===== src/rtl/ascii_framer_regs.svh =====
// Purpose: Constants of the ASCII slave framer: characters, codes, limits.
// Assumes: Included by its bare name.
// Notes: Definitions only.
`ifndef ASCII_FRAMER_REGS_SVH
`define ASCII_FRAMER_REGS_SVH

`define CH_COLON 8'h3A
`define CH_CR 8'h0D
`define CH_LF 8'h0A
`define HEX_DIGIT0 8'h30
`define HEX_DIGIT9 8'h39
`define HEX_LETTER_A 8'h41
`define HEX_LETTER_F 8'h46
`define HEX_TEN 8'h0A

`define FN_RD_COILS 8'h01
`define FN_RD_INPUTS 8'h02
`define FN_RD_REGS 8'h03
`define FN_WR_COIL 8'h05
`define FN_WR_REG 8'h06
`define FN_WR_COILS 8'h0F
`define FN_WR_REGS 8'h10
`define FN_SLAVE_INFO 8'h11
`define FN_LINK_RW 8'h17

`define EXC_FLAG 8'h80
`define EXC_BAD_FUNC 8'h01
`define EXC_BAD_ADDR 8'h02
`define EXC_BAD_DATA 8'h03
`define EXC_FRAME 8'h07
`define EXC_NONE 8'h00

`define ADDR_BCAST 8'h00
`define ADDR_MAX 8'hFE
// 205 payload bytes
`define PAYLOAD_MAX 8'hCD
// 100 registers, 2000 contacts
`define REG_MAX 16'h0064
`define BIT_MAX 16'h07D0
`define FIXED_LEN 8'h04
`define MULTI_MIN_LEN 8'h05
`define LINK_MIN_LEN 8'h09
`define HDR_BYTES 8'h02
`define TRAILER_BYTES 8'h03
`define CNT_SAT 8'hFF

`define DEF_EIGHT_BITS 1'b0
`define DEF_TWO_STOP 1'b0
`define RESP_FIFO_DEPTH 2

`endif


===== src/rtl/ascii_framer_pkg.sv =====
// Purpose: Types and hex helpers shared by the framer modules.
// Assumes: ascii_framer_regs.svh supplies the character constants.
// Notes: Functions are pure.
`include "ascii_framer_regs.svh"
package ascii_framer_pkg;
  typedef enum logic [1:0] {PAR_EVEN, PAR_ODD, PAR_NONE} parity_t;
  typedef enum logic [3:0] {ST_HUNT, ST_BODY, ST_LF, ST_EVAL, ST_WAIT,
    ST_COLON, ST_ADDR, ST_FUNC, ST_BCNT, ST_EXC, ST_DATA, ST_LRC, ST_CR,
    ST_LFOUT} frame_state_t;

  function automatic logic [7:0] nib_to_hex(input logic [3:0] nib);
    if (nib < 4'hA) begin
      return `HEX_DIGIT0 + {4'h0, nib};
    end
    return `HEX_LETTER_A + {4'h0, nib} - `HEX_TEN;
  endfunction

  // Bit 4 flags a character that is no upper-case hex digit
  function automatic logic [4:0] hex_to_nib(input logic [7:0] c);
    logic [7:0] v;
    v = 8'h00;
    if (c >= `HEX_DIGIT0 && c <= `HEX_DIGIT9) begin
      v = c - `HEX_DIGIT0;
      return {1'b0, v[3:0]};
    end
    if (c >= `HEX_LETTER_A && c <= `HEX_LETTER_F) begin
      v = c - `HEX_LETTER_A + `HEX_TEN;
      return {1'b0, v[3:0]};
    end
    return 5'h10;
  endfunction
endpackage


===== src/rtl/resp_fifo.sv =====
// Purpose: Small FIFO between the application and the reply builder.
// Assumes: Both sides on mclk.
// Notes: in_ready comes from a flip-flop.
`timescale 1ns/10ps
module resp_fifo #(
  parameter int WIDTH = 9,
  parameter int DEPTH = 2
) (
  input wire logic mclk,
  input wire logic sys_rst,
  input wire logic in_valid,
  input wire logic [WIDTH-1:0] in_data,
  output logic in_ready,
  output logic out_valid,
  output logic [WIDTH-1:0] out_data,
  input wire logic out_ready
);
  localparam int AW = (DEPTH > 1) ? $clog2(DEPTH) : 1;
  initial begin
    if (DEPTH < 2 || (DEPTH & (DEPTH - 1)) != 0) begin
      $error("resp_fifo DEPTH must be a power of two, at least 2");
    end
  end
  logic [WIDTH-1:0] mem [DEPTH];
  logic [AW-1:0] wr_q, rd_q;
  logic [AW:0] cnt_q, cnt_d;
  logic push, pop;

  assign push = in_valid && in_ready;
  assign pop = out_valid && out_ready;
  assign out_valid = (cnt_q != '0);
  assign out_data = mem[rd_q];

  always_comb begin
    cnt_d = cnt_q;
    if (push && !pop) begin
      cnt_d = cnt_q + 1'b1;
    end else if (pop && !push) begin
      cnt_d = cnt_q - 1'b1;
    end
  end

  always_ff @(posedge mclk) begin
    if (sys_rst) begin
      wr_q <= '0;
      rd_q <= '0;
      cnt_q <= '0;
      in_ready <= 1'b0;
    end else begin
      if (push) begin
        wr_q <= wr_q + 1'b1;
      end
      if (pop) begin
        rd_q <= rd_q + 1'b1;
      end
      cnt_q <= cnt_d;
      in_ready <= (cnt_d < (AW + 1)'(DEPTH));
    end
  end

  always_ff @(posedge mclk) begin
    if (push) begin
      mem[wr_q] <= in_data;
    end
  end
endmodule


===== src/rtl/hex_char_tx.sv =====
// Purpose: Turns reply bytes into line characters, two hex or one raw.
// Assumes: Character sink on mclk with valid/ready.
// Notes: One idle cycle between bytes; the line is far slower anyway.
`timescale 1ns/10ps
module hex_char_tx
  import ascii_framer_pkg::*;
(
  input wire logic mclk,
  input wire logic sys_rst,
  input wire logic byte_valid,
  input wire logic [7:0] byte_val,
  input wire logic byte_raw,
  output logic byte_ready,
  output logic char_valid_q,
  output logic [7:0] char_q,
  input wire logic char_ready
);
  logic lo_pend_q;
  logic [3:0] lo_q;

  assign byte_ready = !char_valid_q;

  always_ff @(posedge mclk) begin
    if (sys_rst) begin
      char_valid_q <= 1'b0;
      char_q <= 8'h00;
      lo_pend_q <= 1'b0;
      lo_q <= 4'h0;
    end else if (!char_valid_q) begin
      if (byte_valid) begin
        char_valid_q <= 1'b1;
        lo_q <= byte_val[3:0];
        lo_pend_q <= !byte_raw;
        // High nibble leaves first
        char_q <= byte_raw ? byte_val : nib_to_hex(byte_val[7:4]);
      end
    end else if (char_ready) begin
      if (lo_pend_q) begin
        char_q <= nib_to_hex(lo_q);
        lo_pend_q <= 1'b0;
      end else begin
        char_valid_q <= 1'b0;
      end
    end
  end
endmodule


===== src/rtl/ascii_slave_framer.sv =====
// Purpose: Slave framer for colon-started hex-character serial frames.
// Assumes: Character UART runs on mclk and hands over checked characters.
// Notes: Half duplex; characters arriving while a reply is built are lost.
`timescale 1ns/10ps
module ascii_slave_framer
  import ascii_framer_pkg::*;
#(
  parameter int PAY_DEPTH = 206
) (
  input wire logic mclk,
  input wire logic sys_rst,
  input wire logic [7:0] station_id,
  input wire logic fmt_load,
  input wire logic fmt_eight_bits,
  input wire logic [1:0] fmt_parity,
  input wire logic fmt_two_stop,
  output logic line_eight_bits_q,
  output logic [1:0] line_parity_q,
  output logic line_two_stop_q,
  input wire logic rx_char_valid,
  input wire logic [7:0] rx_char,
  input wire logic rx_char_err,
  output logic tx_char_valid_q,
  output logic [7:0] tx_char_q,
  input wire logic tx_char_ready,
  output logic req_valid_q,
  output logic [7:0] req_func_q,
  output logic [15:0] req_start_q,
  output logic [15:0] req_count_q,
  output logic [7:0] req_len_q,
  input wire logic [7:0] pay_rd_idx,
  output logic [7:0] pay_rd_data_q,
  input wire logic resp_valid,
  input wire logic [7:0] resp_byte,
  input wire logic resp_last,
  output logic resp_ready,
  input wire logic resp_exc,
  input wire logic [7:0] resp_exc_code,
  output logic frame_drop_q
);
  initial begin
    if (PAY_DEPTH < 206 || PAY_DEPTH > 253) begin
      $error("PAY_DEPTH must hold 205 payload bytes plus checksum");
    end
  end

  frame_state_t state_q;
  logic [7:0] pay_mem [PAY_DEPTH];
  logic [7:0] nbytes_q, rsum_q, tsum_q, addr_q, func_q, exc_code_q;
  logic [15:0] start_q, count_q;
  logic [3:0] hi_q;
  logic half_q, cerr_q, is_exc_q;
  logic [7:0] rx_c, rx_b, pay_len, bcnt;
  logic [4:0] dec;
  logic rx_take, is_colon, is_cr;
  logic eval_silent;
  logic [7:0] eval_code;
  logic tx_byte_valid, tx_raw, tx_ready, tx_fire;
  logic [7:0] tx_byte;
  logic fifo_valid, fifo_ready;
  logic [8:0] fifo_data;

  function automatic logic fn_supported(input logic [7:0] f);
    case (f)
      `FN_RD_COILS, `FN_RD_INPUTS, `FN_RD_REGS: return 1'b1;
      `FN_WR_COIL, `FN_WR_REG, `FN_WR_COILS, `FN_WR_REGS: return 1'b1;
      `FN_SLAVE_INFO, `FN_LINK_RW: return 1'b1;
      default: return 1'b0;
    endcase
  endfunction

  function automatic logic fn_has_bcnt(input logic [7:0] f);
    return f == `FN_RD_COILS || f == `FN_RD_INPUTS || f == `FN_RD_REGS;
  endfunction

  // in seven-bit mode the stray eighth bit is not part of the char
  assign rx_c = line_eight_bits_q ? rx_char : {1'b0, rx_char[6:0]};
  assign dec = hex_to_nib(rx_c);
  assign rx_b = {hi_q, dec[3:0]};
  assign is_colon = (rx_c == `CH_COLON);
  assign is_cr = (rx_c == `CH_CR);
  assign rx_take = rx_char_valid &&
    (state_q == ST_HUNT || state_q == ST_BODY || state_q == ST_LF);
  assign pay_len = nbytes_q - `TRAILER_BYTES;
  assign bcnt = (func_q == `FN_RD_REGS) ? 8'(count_q << 1) :
    8'((count_q + 16'h0007) >> 3);

  // Line format register; reset value is the default format
  always_ff @(posedge mclk) begin
    if (sys_rst) begin
      line_eight_bits_q <= `DEF_EIGHT_BITS;
      line_parity_q <= PAR_EVEN;
      line_two_stop_q <= `DEF_TWO_STOP;
    end else if (fmt_load) begin
      line_eight_bits_q <= fmt_eight_bits;
      line_parity_q <= fmt_parity;
      line_two_stop_q <= fmt_two_stop;
    end
  end

  // Character to byte assembly
  always_ff @(posedge mclk) begin
    if (sys_rst) begin
      nbytes_q <= 8'h00;
      half_q <= 1'b0;
      hi_q <= 4'h0;
      rsum_q <= 8'h00;
      cerr_q <= 1'b0;
      addr_q <= 8'h00;
      func_q <= 8'h00;
      start_q <= 16'h0000;
      count_q <= 16'h0000;
    end else if (rx_take) begin
      if (is_colon) begin
        // A colon always restarts, even mid-frame
        nbytes_q <= 8'h00;
        half_q <= 1'b0;
        rsum_q <= 8'h00;
        cerr_q <= rx_char_err;
      end else if (state_q == ST_BODY && !is_cr) begin
        if (dec[4] || rx_char_err) begin
          cerr_q <= 1'b1;
        end
        if (!half_q) begin
          hi_q <= dec[3:0];
          half_q <= 1'b1;
        end else begin
          half_q <= 1'b0;
          rsum_q <= rsum_q + rx_b;
          if (nbytes_q != `CNT_SAT) begin
            nbytes_q <= nbytes_q + 8'h01;
          end
          case (nbytes_q)
            8'h00: addr_q <= rx_b;
            8'h01: func_q <= rx_b;
            8'h02: start_q[15:8] <= rx_b;
            8'h03: start_q[7:0] <= rx_b;
            8'h04: count_q[15:8] <= rx_b;
            8'h05: count_q[7:0] <= rx_b;
            default: ;
          endcase
        end
      end else if (state_q == ST_BODY) begin
        // A dangling half byte before CR is a broken pair
        if (half_q || rx_char_err) begin
          cerr_q <= 1'b1;
        end
      end else if (rx_char_err) begin
        cerr_q <= 1'b1;
      end
    end
  end

  // Payload store, checksum byte included; overlong tails are not kept
  always_ff @(posedge mclk) begin
    if (rx_take && state_q == ST_BODY && !is_colon && !is_cr && half_q &&
        nbytes_q >= `HDR_BYTES &&
        nbytes_q < `HDR_BYTES + 8'(PAY_DEPTH)) begin
      pay_mem[8'(nbytes_q - `HDR_BYTES)] <= rx_b;
    end
  end

  always_ff @(posedge mclk) begin
    if (sys_rst) begin
      pay_rd_data_q <= 8'h00;
    end else if (pay_rd_idx < 8'(PAY_DEPTH)) begin
      pay_rd_data_q <= pay_mem[pay_rd_idx];
    end else begin
      pay_rd_data_q <= 8'h00;
    end
  end

  // Decision on a complete frame, first match wins
  always_comb begin
    eval_silent = 1'b0;
    eval_code = `EXC_NONE;
    if (cerr_q || nbytes_q < `HDR_BYTES) begin
      eval_silent = 1'b1;
    end else if (addr_q == `ADDR_BCAST) begin
      eval_silent = 1'b1;
    end else if (addr_q > `ADDR_MAX) begin
      eval_silent = 1'b1;
    end else if (addr_q != station_id) begin
      eval_silent = 1'b1;
    end else if (rsum_q != 8'h00 || nbytes_q < `TRAILER_BYTES) begin
      eval_code = `EXC_FRAME;
    end else if (!fn_supported(func_q)) begin
      eval_code = `EXC_BAD_FUNC;
    end else if (pay_len > `PAYLOAD_MAX) begin
      eval_code = `EXC_FRAME;
    end else begin
      case (func_q)
        `FN_RD_COILS, `FN_RD_INPUTS, `FN_RD_REGS, `FN_WR_COIL,
        `FN_WR_REG: begin
          if (pay_len != `FIXED_LEN) begin
            eval_code = `EXC_FRAME;
          end
        end
        `FN_WR_COILS, `FN_WR_REGS: begin
          if (pay_len < `MULTI_MIN_LEN) begin
            eval_code = `EXC_FRAME;
          end
        end
        `FN_SLAVE_INFO: begin
          if (pay_len != 8'h00) begin
            eval_code = `EXC_FRAME;
          end
        end
        default: begin
          if (pay_len < `LINK_MIN_LEN) begin
            eval_code = `EXC_FRAME;
          end
        end
      endcase
      if (eval_code == `EXC_NONE) begin
        case (func_q)
          `FN_RD_REGS, `FN_WR_REGS: begin
            if (count_q == 16'h0000 || count_q > `REG_MAX) begin
              eval_code = `EXC_BAD_DATA;
            end
          end
          `FN_RD_COILS, `FN_RD_INPUTS, `FN_WR_COILS: begin
            if (count_q == 16'h0000 || count_q > `BIT_MAX) begin
              eval_code = `EXC_BAD_DATA;
            end
          end
          default: ;
        endcase
      end
    end
  end

  // Frame sequencer
  always_ff @(posedge mclk) begin
    if (sys_rst) begin
      state_q <= ST_HUNT;
    end else begin
      case (state_q)
        ST_HUNT: begin
          if (rx_take && is_colon) begin
            state_q <= ST_BODY;
          end
        end
        ST_BODY: begin
          if (rx_take && is_cr) begin
            state_q <= ST_LF;
          end
        end
        ST_LF: begin
          if (rx_take) begin
            if (is_colon) begin
              state_q <= ST_BODY;
            end else if (rx_c == `CH_LF) begin
              state_q <= ST_EVAL;
            end else begin
              state_q <= ST_HUNT;
            end
          end
        end
        ST_EVAL: begin
          if (eval_silent) begin
            state_q <= ST_HUNT;
          end else if (eval_code != `EXC_NONE) begin
            state_q <= ST_COLON;
          end else begin
            state_q <= ST_WAIT;
          end
        end
        ST_WAIT: begin
          if (resp_exc || fifo_valid) begin
            state_q <= ST_COLON;
          end
        end
        ST_COLON: if (tx_fire) state_q <= ST_ADDR;
        ST_ADDR: if (tx_fire) state_q <= ST_FUNC;
        ST_FUNC: begin
          if (tx_fire) begin
            if (is_exc_q) begin
              state_q <= ST_EXC;
            end else if (fn_has_bcnt(func_q)) begin
              state_q <= ST_BCNT;
            end else begin
              state_q <= ST_DATA;
            end
          end
        end
        ST_BCNT: if (tx_fire) state_q <= ST_DATA;
        ST_EXC: if (tx_fire) state_q <= ST_LRC;
        ST_DATA: if (tx_fire && fifo_data[8]) state_q <= ST_LRC;
        ST_LRC: if (tx_fire) state_q <= ST_CR;
        ST_CR: if (tx_fire) state_q <= ST_LFOUT;
        ST_LFOUT: if (tx_fire) state_q <= ST_HUNT;
        default: state_q <= ST_HUNT;
      endcase
    end
  end

  // Request hand-off and reply bookkeeping
  always_ff @(posedge mclk) begin
    if (sys_rst) begin
      req_valid_q <= 1'b0;
      req_func_q <= 8'h00;
      req_start_q <= 16'h0000;
      req_count_q <= 16'h0000;
      req_len_q <= 8'h00;
      is_exc_q <= 1'b0;
      exc_code_q <= 8'h00;
      frame_drop_q <= 1'b0;
      tsum_q <= 8'h00;
    end else begin
      req_valid_q <= 1'b0;
      frame_drop_q <= 1'b0;
      if (state_q == ST_EVAL) begin
        frame_drop_q <= eval_silent;
        is_exc_q <= (eval_code != `EXC_NONE);
        exc_code_q <= eval_code;
        if (!eval_silent && eval_code == `EXC_NONE) begin
          req_valid_q <= 1'b1;
          req_func_q <= func_q;
          req_start_q <= start_q;
          req_count_q <= count_q;
          req_len_q <= pay_len;
        end
      end
      if (state_q == ST_WAIT && resp_exc) begin
        is_exc_q <= 1'b1;
        exc_code_q <= resp_exc_code;
      end
      if (state_q == ST_COLON) begin
        tsum_q <= 8'h00;
      end else if (tx_fire && !tx_raw && state_q != ST_LRC) begin
        tsum_q <= tsum_q + tx_byte;
      end
    end
  end

  // Byte feed to the character serializer
  always_comb begin
    tx_byte_valid = 1'b1;
    tx_byte = 8'h00;
    tx_raw = 1'b0;
    fifo_ready = 1'b0;
    case (state_q)
      ST_COLON: begin
        tx_byte = `CH_COLON;
        tx_raw = 1'b1;
      end
      ST_ADDR: tx_byte = addr_q;
      ST_FUNC: tx_byte = is_exc_q ? (func_q | `EXC_FLAG) : func_q;
      ST_BCNT: tx_byte = bcnt;
      ST_EXC: tx_byte = exc_code_q;
      ST_DATA: begin
        tx_byte_valid = fifo_valid;
        tx_byte = fifo_data[7:0];
        fifo_ready = tx_ready;
      end
      ST_LRC: tx_byte = ~tsum_q + 8'h01;
      ST_CR: begin
        tx_byte = `CH_CR;
        tx_raw = 1'b1;
      end
      ST_LFOUT: begin
        tx_byte = `CH_LF;
        tx_raw = 1'b1;
      end
      default: tx_byte_valid = 1'b0;
    endcase
  end
  assign tx_fire = tx_byte_valid && tx_ready;

  resp_fifo #(.WIDTH(9), .DEPTH(`RESP_FIFO_DEPTH)) u_resp_fifo (
    .mclk(mclk),
    .sys_rst(sys_rst),
    .in_valid(resp_valid),
    .in_data({resp_last, resp_byte}),
    .in_ready(resp_ready),
    .out_valid(fifo_valid),
    .out_data(fifo_data),
    .out_ready(fifo_ready)
  );

  hex_char_tx u_hex_char_tx (
    .mclk(mclk),
    .sys_rst(sys_rst),
    .byte_valid(tx_byte_valid),
    .byte_val(tx_byte),
    .byte_raw(tx_raw),
    .byte_ready(tx_ready),
    .char_valid_q(tx_char_valid_q),
    .char_q(tx_char_q),
    .char_ready(tx_char_ready)
  );
endmodule


===== config.mk =====
export PLATFORM = sky130hd
export DESIGN_NAME = ascii_slave_framer
export DESIGN_NICKNAME = d
export VERILOG_FILES = /design/src/rtl/ascii_framer_pkg.sv /design/src/rtl/resp_fifo.sv /design/src/rtl/hex_char_tx.sv /design/src/rtl/ascii_slave_framer.sv
export VERILOG_INCLUDE_DIRS = /design/src /design/src/rtl
export SDC_FILE = /design/constraint.sdc
export NUM_CORES = 2
export LEC_CHECK = 0
export BUFFER_PORTS_ARGS = -buffer_cell sky130_fd_sc_hd__buf_4
export CORE_ASPECT_RATIO = 0.75
export CORE_MARGIN = 3
export CORE_UTILIZATION = 55
export DETAILED_ROUTE_END_ITERATION = 10
export PLACE_DENSITY_LB_ADDON = 0.1
export SYNTH_ARGS = -nofsm -noshare
export SYNTH_HDL_FRONTEND = slang
export SYNTH_SLANG_ARGS = --single-unit

===== constraint.sdc =====
create_clock -name mclk -period 5.6 [get_ports mclk]
set_input_delay 0.28 -clock mclk [delete_from_list [all_inputs] [get_ports mclk]]
set_output_delay 0.28 -clock mclk [all_outputs]
set_load 0.02 [all_outputs]

==> impl_metrics.json <==
{
  "synthTopCellsByArea": "edfxtp_1 (67%), mux4_2 (12%), dfxtp_1 (4.7%)",
  "area_growth_pct": 11.9,
  "fin_crit_sh": 0.830,
  "vias": 41100,
  "tritoncts": "built",
  "status": "completed",
  "firstDrtPassIters": 6,
  "rsz0062_at_grt": "false",
  "multi_input_area_sq_um": 19500,
  "nets": 4430,
  "drc_errors": 0,
  "path_class": "reg -> reg",
  "synth-main-ff-cell": "edfxtp_1",
  "arrival_ps": 5330,
  "grt_max_degree": 179,
  "fin_crit_ps": 4650,
  "numCtsBuffers": 171,
  "async_flop_share": 0,
  "grt_pass1_wl_um": 286000,
  "power_density_nw_per_um2": 329,
  "drt_iter0_markers": 5697,
  "regArea_sq_um": 53500,
  "overflow": 0,
  "cts.sinks": 1840,
  "worst_slew_pin_slew_ps": 1190,
  "clkTransAtPathRegs_ps": 60,
  "die_h_um": 324,
  "p_leak_nw": 25.3,
  "antenna_found_initial": 8,
  "setup.worst_path.end_class": "flop",
  "dieArea_sq_um": 140000,
  "wirelength_um": 197000,
  "rrSetupSlack_ps": 950,
  "place.gp.congestion": 0.912,
  "maxCapViolCount": 0,
  "fin_setup_tns_ps": 0,
  "hpwl_um": 120000,
  "rr_startpoint": "func_q[0]",
  "yosysUniqueCellTypes": 97,
  "vias_per_cell": 6.57,
  "core_sq_um": 134000,
  "fmaxAchievable_ghz": 0.215,
  "critPathRequiredTime_ps": 6280,
  "hp-class": "in -> reg",
  "ys_seq_elements": 1840,
  "cts-htree-levels": 4,
  "hold-worst-slack_ps": 63.8,
  "fin_ws_ps": 953,
  "synth_top_area_frac": 0.673,
  "critPathMaxFanout": 14,
  "ys_warn_count": 0,
  "dp_worst_setup_slack_ps": 1270,
  "antenna_left": 0,
  "irDropWorstVdd_mv": 0.241,
  "timing.rr.end": "tsum_q[7]",
  "clock_path_buffers": 3,
  "die_w_um": 430,
  "io_buffers": 124,
  "critPathLaunch": "func_q[0]",
  "rows": 116,
  "ys_seq_area_frac": 0.720,
  "post_cts_resized": 0,
  "finalHoldViolations": 0,
  "final_core_util": 0.621,
  "p_total_mw": 27.4,
  "layout-drive-gt1-share": 0.213,
  "synth_area_sq_um": 74300,
  "start_util": 0.555,
  "setup_viol": 0,
  "rr_worst_depth": 12,
  "grt_usage": 0.283,
  "syn_avg_cell_area_sq_um": 17.9,
  "yosysTopAreaCell": "edfxtp_1",
  "synthCells": 4161,
  "n_fill_cell": 9544,
  "routedWlPerCell_um": 31.4,
  "ios": 125,
  "grt_pass1_vias": 39600,
  "maxSlewHeadroom": 0.189,
  "min-delay-start": "resp_exc_code[1]",
  "synth_edf_count": 1666,
  "start_kind": "flop",
  "critPathCapture": "tsum_q[7]",
  "slew_violations": 0,
  "cts_root_buf": "clkbuf_16",
  "synth_nets": 4250,
  "clock_latency_ps": 810,
  "finClkSkew_ps": 30.0
}
## cell families (layout without fill, tap and decap cells)
logic type / Yosys count / count (layout) / synth area share
simple gates: 771 / 771 / 0.0483
buf+inv: 313 / 638 / 0.0186
other cells: 0 / 1 / 0
mux: 635 / 635 / 0.154
fa+ha+maj: 36 / 36 / 0.00626
compound gates: 523 / 523 / 0.0473
xor+xnor: 43 / 43 / 0.00507
flops: 1840 / 1840 / 0.720
## cells in the final DEF (no fill, tap or decap), drive strengths merged, types with 54 or more instances in the layout
cell type,n
clkbuf,219
o21ai,89
a21oi,143
inv,54
nor2,373
mux4,408
dfxtp,174
nand2,137
edfxtp,1666
clkinv,73
mux2i,213
buf,244
## power breakdown
group / total, mW / switching [mW] / internal, mW / leakage, nW
clock: 11.3 / 5.10 / 6.20 / 2.63
combinational: 1.12 / 0.723 / 0.401 / 7.42
sequential: 15.0 / 0.0602 / 14.9 / 15.3
total: 27.4 / 5.89 / 21.5 / 25.3
## Yosys cell counts (17+ instances only)
cell	instances
a21oi_1	143
o31ai_1	49
nand2_1	137
buf_4	31
o22ai_1	30
edfxtp_1	1666
a211oi_1	22
clkbuf_1	144
xor2_1	17
nand3_1	42
nor4_1	19
dfxtp_1	174
nor2_1	373
mux2i_1	213
buf_1	27
inv_1	45
a31oi_1	17
o21ai_0	87
o221ai_1	41
nand4_1	50
ha_1	34
xnor2_1	26
buf_2	64
nor3_1	37
nor2b_1	20
mux4_2	408
## layout make-up
class / instances / area share
flip-flops and latches: 1840 / 0.644
multi-input cells: 2008 / 0.234
clock buffers: 219 / 0.0547
repair buffers: 274 / 0.0283
well taps: 1770 / 0.0266
clock inverters: 99 / 0.00986
inverters: 46 / 0.00227
diodes: 1 / 0.0000301
## layer usage
| metal | vias to the layer above | track usage | share of wire |
|---|---|---|---|
| met4 | 0 | 0.0685 | 0.023 |
| met2 | 2208 | 0.385 | 0.43 |
| li1 | 17200 | - | - |
| met5 | - | 0 | 0 |
| met1 | 21400 | 0.458 | 0.44 |
| met3 | 250 | 0.0724 | 0.11 |
## critical path, cell delays in order (launching register included)
cell       delay, ps
dfxtp_1          520
or3b_1           430
or3_4            460
o21ai_0          630
o211ai_1         290
ha_1             350
a21o_1           150
a21oi_1          250
o21bai_1         120
a2111oi_0        600
o31ai_1          200
a21boi_1         190
mux2_1           330
## what timing repair did
item                      4_1_cts  5_1_grt
buffers inserted                0        0
hold endpoints to repair       48        0
hold buffers                   30        0
## worst min-delay path by stage
stage	endpoint	slack, ps	cells after the start
3_5_place_dp	req_start_q[4]	460	2
5_1_grt	start_q[10]	80	3
2_1_floorplan	u_resp_fifo.mem[0][0]	380	0
6_report	exc_code_q[1]	60	5
4_1_cts	exc_code_q[1]	2	5
3_3_place_gp	req_func_q[2]	450	2
## registers in the layout, indices dropped and copies added (netlist names), 16 cells and up, named ones only
register and flops:
pay_mem 1648, u_resp_fifo.mem 18, count_q 16, req_count_q 16, req_start_q 16, start_q 16
## metrics by stage
| step | instance area [sq um] | instances |
|---|---|---|
| floorplan | 74300 | 4161 |
| global placement | 77500 | 5908 |
| detailed placement | 77500 | 5908 |
| CTS | 83100 | 6256 |
| global route | 83100 | 6257 |
| finish | 83100 | 6257 |
Note: power is estimated with default switching activity, not from simulation.
